===== config.mk =====
export PLATFORM = sky130hd
export DESIGN_NAME = cpu_status_core_control
export DESIGN_NICKNAME = d
export VERILOG_FILES = /design/src/logic/core_regs_pkg.sv /design/src/logic/cpu_status_core_control.sv
export SDC_FILE = /design/constraint.sdc
export NUM_CORES = 1
export LEC_CHECK = 0
export ABC_AREA = 1
export BUFFER_PORTS_ARGS = -buffer_cell sky130_fd_sc_hd__buf_2
export CORE_AREA = 2 2 211 213
export CTS_CLUSTER_SIZE = 10
export DETAILED_ROUTE_END_ITERATION = 7
export DIE_AREA = 0 0 213 215
export SLEW_MARGIN = 0
export SYNTH_ARGS = -nofsm -noshare
export SYNTH_HDL_FRONTEND = slang
export SYNTH_SLANG_ARGS = --single-unit

===== constraint.sdc =====
create_clock -name clk_sys -period 4 [get_ports clk_sys]
set_clock_uncertainty 0.15 [all_clocks]
set_input_delay 0.6 -clock clk_sys [delete_from_list [all_inputs] [get_ports clk_sys]]
set_output_delay 0.6 -clock clk_sys [all_outputs]
set_load 0.05 [all_outputs]

===== src/logic/core_regs_pkg.sv =====
/*
 Package for the core status and core control register bank: AHB offsets,
 bit positions, reset values, ALU and multiplier encodings, carrier structs.
 Assumes a 32-bit AHB-Lite bus with one aligned word per register.
*/
package core_regs_pkg;
   localparam logic [7:0] STATUS_OFS = 8'h00;
   localparam logic [7:0] CONTROL_OFS = 8'h04;
   localparam logic [7:0] PRIORITY_OFS = 8'h08;
   localparam logic [7:0] ALU_RES_OFS = 8'h0C;
   localparam logic [7:0] MUL_RES_OFS = 8'h10;

   localparam int ST_OA = 15;
   localparam int ST_OB = 14;
   localparam int ST_SA = 13;
   localparam int ST_SB = 12;
   localparam int ST_OAB = 11;
   localparam int ST_SAB = 10;
   localparam int ST_DA = 9;
   localparam int ST_DC = 8;
   localparam int ST_IPL_LO = 5;
   localparam int ST_RA = 4;
   localparam int ST_N = 3;
   localparam int ST_OV = 2;
   localparam int ST_Z = 1;
   localparam int ST_C = 0;

   localparam int CC_LAT = 15;
   localparam int CC_US_LO = 12;
   localparam int CC_EDT = 11;
   localparam int CC_DL_LO = 8;
   localparam int CC_ACC_A_CLIP_ENABLE = 7;
   localparam int CC_ACC_B_CLIP_ENABLE = 6;
   localparam int CC_STORE_CLIP_ENABLE = 5;
   localparam int CC_CLIP_WIDTH_SELECT = 4;
   localparam int CC_CPU_PRIORITY_BIT3 = 3;
   localparam int CC_SFA = 2;
   localparam int CC_RND = 1;
   localparam int CC_IF = 0;

   localparam logic [15:0] STATUS_RESET = 16'h0000;
   localparam logic [15:0] CONTROL_RESET = 16'h0020;
   // Bits software may write directly in the control register
   localparam logic [15:0] CONTROL_WMASK = 16'hB0F3;

   localparam logic [1:0] SIGN_SIGNED = 2'h0;
   localparam logic [1:0] SIGN_UNSIGNED = 2'h1;
   localparam logic [1:0] SIGN_MIXED = 2'h2;

   typedef enum logic [2:0] {
      MUL_SS = 3'h0,
      MUL_UU = 3'h1,
      MUL_SU = 3'h2,
      MUL_US = 3'h3,
      MUL_SLIT = 3'h4,
      MUL_ULIT = 3'h5,
      MUL_BYTE = 3'h6
   } mul_mode_t;

   typedef enum logic [1:0] {
      ALU_ADD = 2'h0,
      ALU_SUB = 2'h1,
      ALU_LOGIC = 2'h2
   } alu_op_t;

   typedef struct packed {
      logic valid;
      alu_op_t op;
      logic byte_op;
      logic [15:0] a;
      logic [15:0] b;
      logic [15:0] logic_res;
   } alu_req_t;

   typedef struct packed {
      logic valid;
      mul_mode_t mode;
      logic [15:0] a;
      logic [15:0] b;
   } mul_req_t;

   typedef struct packed {
      logic ovf_a;
      logic ovf_b;
      logic clip_a;
      logic clip_b;
      logic do_active;
      logic rep_active;
      logic [2:0] nest_depth;
      logic sfa_set;
      logic sfa_clr;
      logic nesting_disable;
      logic pri_wr;
      logic [3:0] pri_val;
   } core_evt_t;

   typedef struct packed {
      logic latency_var;
      logic [1:0] multiply_sign_select;
      logic early_loop_exit;
      logic acc_a_clip_enable;
      logic acc_b_clip_enable;
      logic store_clip_enable;
      logic clip_width_select;
      logic frame_active_flag;
      logic round_select;
      logic int_mode;
      logic [3:0] cpu_priority;
      logic user_int_disable;
   } core_cfg_t;
endpackage


===== src/logic/cpu_status_core_control.sv =====
/*
 Core status and core control register bank with ALU flag generation and
 the MCU multiplier. Assumes an AHB-Lite master for software access and a
 pipeline that reports accumulator and loop events as synchronous levels.
*/
// How it works
// - Accumulator overflow sets status bits 15 and 14.
// - Clip sticky bits 13 and 12 set on saturation and stay set.
// - Bit 11 reads as OR of overflows and can be cleared.
// - Bit 10 reads OR of stickies; writing zero clears both stickies.
// - Bit 9 shows DO loop active, bit 4 REPEAT active, read-only.
// - Nibble carry from bit 3 for bytes, bit 7 for words.
// - Priority is control bit 3 above status 7:5; bit 3 blocks user ints.
// - Status priority bits read-only while nesting disable is set.
// - Priority 7 (value 111) also disables user interrupts.
// - Multiplier does signed, unsigned, mixed, literal and byte modes.
// - Negative flag follows the result sign.
// - Signed overflow flag sets when the sign wraps.
// - Zero flag cleared by nonzero result, set by zero result.
// - Carry from result msb, borrow sense for subtraction.
// - Control bit 15 selects variable latency, resets to zero.
// - Control bits 13:12 select multiply sign mode; 14 reserved.
// - Writing one to bit 11 ends the DO loop; reads as zero.
// - Control bits 10:8 report DO nesting depth, read-only.
// - Bits 7,6 enable accumulator clipping; bit 5 store clip, resets one.
// - Bit 4 selects 9.31 clipping when one, 1.31 when zero.
// - Frame flag makes frame and stack pointers ignore the page regs.
// - Bit 1 selects biased rounding, bit 0 integer multiply.
`timescale 1ns/10ps
module cpu_status_core_control (
   input wire logic clk_sys,
   input wire logic reset,
   input wire logic hsel,
   input wire logic [7:0] haddr,
   input wire logic [1:0] htrans,
   input wire logic hwrite,
   input wire logic [2:0] hsize,
   input wire logic [31:0] hwdata,
   input wire logic hready,
   output logic [31:0] hrdata,
   output logic hreadyout,
   output logic hresp,
   input wire core_regs_pkg::core_evt_t evt,
   input wire core_regs_pkg::alu_req_t alu_req,
   input wire core_regs_pkg::mul_req_t mul_req,
   output core_regs_pkg::core_cfg_t cfg,
   output logic early_exit_pulse,
   output logic [15:0] alu_result,
   output logic [31:0] mul_result,
   output logic page_bypass
);
   import core_regs_pkg::*;

   function automatic logic [16:0] ext17(input logic [15:0] v,
                                         input logic sgn);
      ext17 = {sgn & v[15], v};
   endfunction

   logic [15:0] status_q, status_d;
   logic [15:0] control_q, control_d;
   logic [15:0] alu_res_q;
   logic [31:0] mul_res_q;
   logic wr_pend_q, rd_pend_q;
   logic [7:0] addr_q;
   logic [31:0] hrdata_q;
   logic exit_q;
   core_cfg_t cfg_q;

   // Address phase capture
   wire addr_ok = hsel & hready & htrans[1];
   wire wr_st = wr_pend_q & (addr_q == STATUS_OFS);
   wire wr_cc = wr_pend_q & (addr_q == CONTROL_OFS);
   wire wr_pri = wr_pend_q & (addr_q == PRIORITY_OFS);
   wire [15:0] wd = hwdata[15:0];

   always_ff @(posedge clk_sys or posedge reset) begin
      if (reset) begin
         wr_pend_q <= 1'b0;
         rd_pend_q <= 1'b0;
         addr_q <= 8'h00;
      end else begin
         wr_pend_q <= addr_ok & hwrite;
         rd_pend_q <= addr_ok & ~hwrite;
         addr_q <= addr_ok ? haddr : addr_q;
      end
   end

   // ALU arithmetic with carry chain
   wire sub = (alu_req.op == ALU_SUB);
   wire [15:0] b_eff = sub ? ~alu_req.b : alu_req.b;
   wire [16:0] sum = {1'b0, alu_req.a} + {1'b0, b_eff} + {16'h0000, sub};
   wire [15:0] cin_vec = alu_req.a ^ b_eff ^ sum[15:0];
   wire arith = (alu_req.op != ALU_LOGIC);
   wire [15:0] res = arith ? sum[15:0] : alu_req.logic_res;
   wire res_msb = alu_req.byte_op ? res[7] : res[15];
   wire res_zero = alu_req.byte_op ? (res[7:0] == 8'h00) : (res == 16'h0000);
   wire carry_out = alu_req.byte_op ? cin_vec[8] : sum[16];
   wire nib_carry = alu_req.byte_op ? cin_vec[4] : cin_vec[8];
   wire a_msb = alu_req.byte_op ? alu_req.a[7] : alu_req.a[15];
   wire b_msb = alu_req.byte_op ? b_eff[7] : b_eff[15];
   wire sgn_wrap = (a_msb == b_msb) & (res_msb != a_msb);

   // Multiplier operand shaping, 17 by 17 signed core
   logic [16:0] ma, mb;
   always_comb begin
      ma = ext17(mul_req.a, 1'b1);
      mb = ext17(mul_req.b, 1'b1);
      case (mul_req.mode)
         MUL_SS: begin
            ma = ext17(mul_req.a, 1'b1);
            mb = ext17(mul_req.b, 1'b1);
         end
         MUL_UU: begin
            ma = ext17(mul_req.a, 1'b0);
            mb = ext17(mul_req.b, 1'b0);
         end
         MUL_SU: begin
            ma = ext17(mul_req.a, 1'b1);
            mb = ext17(mul_req.b, 1'b0);
         end
         MUL_US: begin
            ma = ext17(mul_req.a, 1'b0);
            mb = ext17(mul_req.b, 1'b1);
         end
         MUL_SLIT: begin
            ma = ext17(mul_req.a, 1'b1);
            mb = {12'h000, mul_req.b[4:0]};
         end
         MUL_ULIT: begin
            ma = ext17(mul_req.a, 1'b0);
            mb = {12'h000, mul_req.b[4:0]};
         end
         MUL_BYTE: begin
            ma = {9'h000, mul_req.a[7:0]};
            mb = {9'h000, mul_req.b[7:0]};
         end
         default: begin
            ma = ext17(mul_req.a, 1'b1);
            mb = ext17(mul_req.b, 1'b1);
         end
      endcase
   end
   wire signed [33:0] prod = $signed(ma) * $signed(mb);

   // Status register next value
   wire ipl_locked = evt.nesting_disable;
   always_comb begin
      status_d = status_q;
      if (wr_st) begin
         status_d[ST_OA] = wd[ST_OA];
         status_d[ST_OB] = wd[ST_OB];
         status_d[ST_SA] = wd[ST_SA];
         status_d[ST_SB] = wd[ST_SB];
         if (!wd[ST_OAB]) begin
            status_d[ST_OA] = 1'b0;
            status_d[ST_OB] = 1'b0;
         end
         if (!wd[ST_SAB]) begin
            status_d[ST_SA] = 1'b0;
            status_d[ST_SB] = 1'b0;
         end
         status_d[ST_DC] = wd[ST_DC];
         status_d[ST_N] = wd[ST_N];
         status_d[ST_OV] = wd[ST_OV];
         status_d[ST_Z] = wd[ST_Z];
         status_d[ST_C] = wd[ST_C];
         if (!ipl_locked)
            status_d[ST_IPL_LO +: 3] = wd[ST_IPL_LO +: 3];
      end
      if (evt.pri_wr)
         status_d[ST_IPL_LO +: 3] = evt.pri_val[2:0];
      // Hardware events win over a software clear
      if (evt.ovf_a)
         status_d[ST_OA] = 1'b1;
      if (evt.ovf_b)
         status_d[ST_OB] = 1'b1;
      if (evt.clip_a)
         status_d[ST_SA] = 1'b1;
      if (evt.clip_b)
         status_d[ST_SB] = 1'b1;
      if (alu_req.valid) begin
         status_d[ST_N] = res_msb;
         status_d[ST_Z] = res_zero;
         if (arith) begin
            status_d[ST_C] = carry_out;
            status_d[ST_DC] = nib_carry;
            status_d[ST_OV] = sgn_wrap;
         end
      end
      status_d[ST_DA] = evt.do_active;
      status_d[ST_RA] = evt.rep_active;
      status_d[ST_OAB] = status_d[ST_OA] | status_d[ST_OB];
      status_d[ST_SAB] = status_d[ST_SA] | status_d[ST_SB];
   end

   // Control register next value
   always_comb begin
      control_d = control_q;
      if (wr_cc)
         control_d = (control_q & ~CONTROL_WMASK) | (wd & CONTROL_WMASK);
      if (evt.pri_wr)
         control_d[CC_CPU_PRIORITY_BIT3] = evt.pri_val[3];
      else if (wr_cc && !wd[CC_CPU_PRIORITY_BIT3])
         control_d[CC_CPU_PRIORITY_BIT3] = 1'b0;
      if (evt.sfa_set)
         control_d[CC_SFA] = 1'b1;
      else if (evt.sfa_clr)
         control_d[CC_SFA] = 1'b0;
      control_d[CC_DL_LO +: 3] = evt.nest_depth;
      control_d[CC_EDT] = 1'b0;
      control_d[14] = 1'b0;
   end

   always_ff @(posedge clk_sys or posedge reset) begin
      if (reset) begin
         status_q <= STATUS_RESET;
         control_q <= CONTROL_RESET;
      end else begin
         status_q <= status_d;
         control_q <= control_d;
      end
   end

   always_ff @(posedge clk_sys or posedge reset) begin
      if (reset) begin
         alu_res_q <= 16'h0000;
         mul_res_q <= 32'h0000_0000;
      end else begin
         alu_res_q <= alu_req.valid ? res : alu_res_q;
         mul_res_q <= mul_req.valid ? prod[31:0] : mul_res_q;
      end
   end

   // Configuration fan-out, registered
   wire [3:0] pri_full = {control_d[CC_CPU_PRIORITY_BIT3], status_d[ST_IPL_LO +: 3]};
   wire edt_req = wr_cc & wd[CC_EDT];
   always_ff @(posedge clk_sys or posedge reset) begin
      if (reset) begin
         cfg_q <= '0;
         cfg_q.store_clip_enable <= 1'b1;
         exit_q <= 1'b0;
      end else begin
         cfg_q.latency_var <= control_d[CC_LAT];
         cfg_q.multiply_sign_select <= control_d[CC_US_LO +: 2];
         cfg_q.early_loop_exit <= edt_req;
         cfg_q.acc_a_clip_enable <= control_d[CC_ACC_A_CLIP_ENABLE];
         cfg_q.acc_b_clip_enable <= control_d[CC_ACC_B_CLIP_ENABLE];
         cfg_q.store_clip_enable <= control_d[CC_STORE_CLIP_ENABLE];
         cfg_q.clip_width_select <= control_d[CC_CLIP_WIDTH_SELECT];
         cfg_q.frame_active_flag <= control_d[CC_SFA];
         cfg_q.round_select <= control_d[CC_RND];
         cfg_q.int_mode <= control_d[CC_IF];
         cfg_q.cpu_priority <= pri_full;
         cfg_q.user_int_disable <= pri_full[3] |
            (pri_full[2:0] == 3'h7);
         exit_q <= edt_req;
      end
   end

   // Read mux, bits above 15 read as zero except for the 32-bit multiply result
   wire [31:0] rd_mux =
      (haddr == STATUS_OFS) ? {16'h0000, status_q} :
      (haddr == CONTROL_OFS) ? {16'h0000, control_q} :
      (haddr == PRIORITY_OFS) ? {28'h0000000, cfg_q.cpu_priority} :
      (haddr == ALU_RES_OFS) ? {16'h0000, alu_res_q} :
      (haddr == MUL_RES_OFS) ? mul_res_q : 32'h0000_0000;

   always_ff @(posedge clk_sys or posedge reset) begin
      if (reset)
         hrdata_q <= 32'h0000_0000;
      else if (addr_ok & ~hwrite)
         hrdata_q <= rd_mux;
   end

   assign hrdata = hrdata_q;
   assign hreadyout = 1'b1;
   assign hresp = 1'b0;
   assign cfg = cfg_q;
   assign early_exit_pulse = exit_q;
   assign alu_result = alu_res_q;
   assign mul_result = mul_res_q;
   assign page_bypass = cfg_q.frame_active_flag;

   property p_ovf_a;
      @(posedge clk_sys) disable iff (reset)
      evt.ovf_a |=> status_q[ST_OA] & status_q[ST_OAB];
   endproperty
   a_ovf_a: assert property (p_ovf_a) else $error("ovf A lost");

   property p_sticky;
      @(posedge clk_sys) disable iff (reset)
      $rose(status_q[ST_SA]) & ~wr_st |=> status_q[ST_SA];
   endproperty
   a_sticky: assert property (p_sticky) else $error("sticky dropped");

   property p_oab;
      @(posedge clk_sys) disable iff (reset)
      status_q[ST_OAB] == (status_q[ST_OA] | status_q[ST_OB]);
   endproperty
   a_oab: assert property (p_oab) else $error("oab mismatch");

   property p_sab_clr;
      @(posedge clk_sys) disable iff (reset)
      wr_st & ~wd[ST_SAB] & ~evt.clip_a & ~evt.clip_b |=>
         ~status_q[ST_SA] & ~status_q[ST_SB] & ~status_q[ST_SAB];
   endproperty
   a_sab_clr: assert property (p_sab_clr) else $error("sab clear");

   property p_loop;
      @(posedge clk_sys) disable iff (reset)
      ##1 status_q[ST_DA] == $past(evt.do_active);
   endproperty
   a_loop: assert property (p_loop) else $error("loop flag");

   property p_edt;
      @(posedge clk_sys) disable iff (reset)
      edt_req |=> early_exit_pulse ##1 ~control_q[CC_EDT];
   endproperty
   a_edt: assert property (p_edt) else $error("early exit");

   property p_zero;
      @(posedge clk_sys) disable iff (reset)
      alu_req.valid & ~res_zero |=> ~status_q[ST_Z];
   endproperty
   a_zero: assert property (p_zero) else $error("zero flag");

   property p_ipl_lock;
      @(posedge clk_sys) disable iff (reset)
      wr_st & ipl_locked & ~evt.pri_wr |=>
         status_q[7:5] == $past(status_q[7:5]);
   endproperty
   a_ipl_lock: assert property (p_ipl_lock) else $error("ipl lock");

   property p_uid;
      @(posedge clk_sys) disable iff (reset)
      cfg.cpu_priority[3] |-> cfg.user_int_disable;
   endproperty
   a_uid: assert property (p_uid) else $error("user int");

   c_clip: cover property (@(posedge clk_sys) evt.clip_a ##1 wr_st);
   c_edt: cover property (@(posedge clk_sys) edt_req);
   c_wrap: cover property (@(posedge clk_sys) alu_req.valid & sgn_wrap);
endmodule

==> flow_summary.json <==
{
  "outcome": "finished with violations",
  "violations": "setup timing",
  "max_freq_mhz": 170,
  "dpl.hpwl_mm": 47.3,
  "cts_sinks": 121,
  "synthArstFlopShare_pct": 100,
  "crit_path_top_delay_cell": "fa_1",
  "crit_path_frequent_cell": "fa_1",
  "rsz0062_at_grt": "true",
  "die_h_um": 215,
  "synthDistinctLibCells": 52,
  "io_pins": 255,
  "gp_congestion": 0.925,
  "finish.utilization_pct": 53.5,
  "grt_max_degree": 59,
  "netlist_top_cells_area": "fa_1 (33%), dfrtp_1 (17%), nand2_1 (10%)",
  "path_class": "in -> reg",
  "area_growth_pct": 36.1,
  "critical_path.top_delay_family": "adder cells",
  "grt_pass1_wl_mm": 89.0,
  "ctsRootBufferMaster": "clkbuf_16",
  "multi_input_area_um2": 13400,
  "syn_area_per_cell_um2": 8.02,
  "viasPerCell": 4.90,
  "min_period_ns": 5.87,
  "syn_area_um2": 17200,
  "drive_gt1_share_pct": 33.3,
  "first_pass_iters": 8,
  "tritoncts": "built",
  "finalSetupViolCount": 25,
  "synth_seq_cells": 121,
  "seq_area_um2": 3030,
  "die_area_um2": 45800,
  "dp_cells": 3115,
  "hold_viol_final": 0,
  "wl_per_cell_um": 17.5,
  "crit_path_max_incr_delay_ns": 0.55,
  "fin_crit_sh_pct": 147,
  "dpl-instance-area_um2": 21000,
  "drv_slew": 0,
  "start_util_pct": 39.3,
  "synth-seq-area-share_pct": 17.6,
  "path_buf_inv": 8,
  "drc_errors": 0,
  "grt_usage_pct": 25.3,
  "startpoint_type": "input port",
  "worst_pin_slew_ns": 0.720,
  "path_max_fanout": 5,
  "stdcell_area_um2": 23400,
  "finalNonFillerCells": 3209,
  "die_w_um": 213,
  "antenna_found_initial": 8,
  "wl_mm": 56.3,
  "maxCapViolations": 0,
  "critPathRequiredTime_ns": 4.13,
  "final.setup.worst_slack_ns": -1.87,
  "setup_tns_ns": -37.73,
  "fill_cells": 4122,
  "netlist_instances": 2142,
  "synth_ff_type": "dfrtp_1",
  "synth_enable_flop_cells": 0,
  "crit_path_end_kind": "flip-flop",
  "insertion_delay_ns": 0.41,
  "synth_warnings": 0,
  "row_count": 77,
  "numCtsBuffers": 17,
  "synth_fp_nets": 2677,
  "routed-via-count": 15700,
  "drtIter0Drc": 955,
  "crit_arrival_ns": 5.99,
  "fin_nets": 3135,
  "clkTransAtPathRegs_ns": 0.06,
  "synth_area_leader_cell": "fa_1",
  "hold_buffers": 0,
  "layout_common_cells": "nand2_1 (403), inv_1 (398), fa_1 (259)",
  "overflow": 0,
  "grt_pass1_vias": 16900,
  "clockBufferDepth": 2,
  "portBuffers": 231,
  "mostFrequentLayoutCell": "nand2_1",
  "ant_nets": 0,
  "yosysTopAreaCellShare_pct": 33.0,
  "slew_headroom_pct": 52.0,
  "core_um2": 43600,
  "htreeDepth": 4,
  "hold_path.class": "in -> reg"
}
-- state kept, by name, summed over array words and instances, names as in the netlist --
| name | cells |
|---|---|
| wr_pend_q | 1 |
| cfg | 6 |
| control_q | 13 |
| hrdata | 32 |
| alu_result | 16 |
| addr_q | 8 |
| mul_result | 32 |
| status_q | 13 |
-- Yosys cell counts (11+ instances only) --
cell      instances
o21ai_1          30
dfrtp_1         120
nand2_1         459
ha_1             97
o21ai_0          87
inv_2            11
buf_4            18
inv_1           455
nand3_1          77
clkbuf_1         47
a21oi_1          68
xnor2_1          27
fa_1            283
nor2_1          210
nor3_1           11
-- through the flow --
step                      setup slack [ns]  hold WS, ns
after detailed placement             -2.59        0.310
after floorplan                      -1.83        0.304
after global placement               -2.52        0.311
after global routing                 -2.11        0.124
after CTS                            -1.80        0.132
final                                -1.87        0.144
-- timing repair --
item / CTS / global route
resized for setup: 216 / 103
setup buffers: 30 / 25
pin swaps: 98 / 74
cloned: 3 / 0
setup endpoints to repair: 25 / 26
-- layout make-up --
cell class                      count  area share [%]
Antenna cell                        4          0.0428
Sequential cell                   121            13.0
Multi-Input combinational cell   1478            57.5
Timing Repair Buffer              507            15.8
Tap cell                          592            3.17
Inverter                          475            8.02
Clock buffer                       18            1.84
Clock inverter                     14           0.702
-- cell families after synthesis --
| group | share of synthesized area (%) |
|---|---|
| mux | 0.328 |
| simple gates | 19.9 |
| flops | 17.6 |
| buf+inv | 12.4 |
| xor+xnor | 1.89 |
| compound gates | 7.73 |
| fa+ha+maj | 40.1 |
| other cells | 0.0437 |
-- path summary, 6_finish.rpt --
path | start | endpoint | slack [ns] | cells past startpoint
setup / recovery | mul_req[34] | mul_result[24] | -1.87 | 25
hold / removal | evt[10] | control_q[10] | 0.14 | 1
max in group asynchronous | reset | control_q[5] | 2.59 | 3
setup reg to reg | addr_q[4] | status_q[11] | 1.80 | 7
min in group asynchronous | reset | addr_q[0] | 0.16 | 2
hold reg to reg | hrdata[22] | hrdata[22] | 0.32 | 2
-- per-layer routing --
metal  wire length [um]  track usage (%)  part of all wire [%]
met5                 45                0                 0.080
met2              29000             45.5                    52
met3               2610             2.57                   4.6
met1              22500             31.3                    40
met4               2090             8.95                   3.7
Power is left out: the tool's default activity adds up to more than one toggle a clock period on the data nets, which glitch-free logic cannot reach.
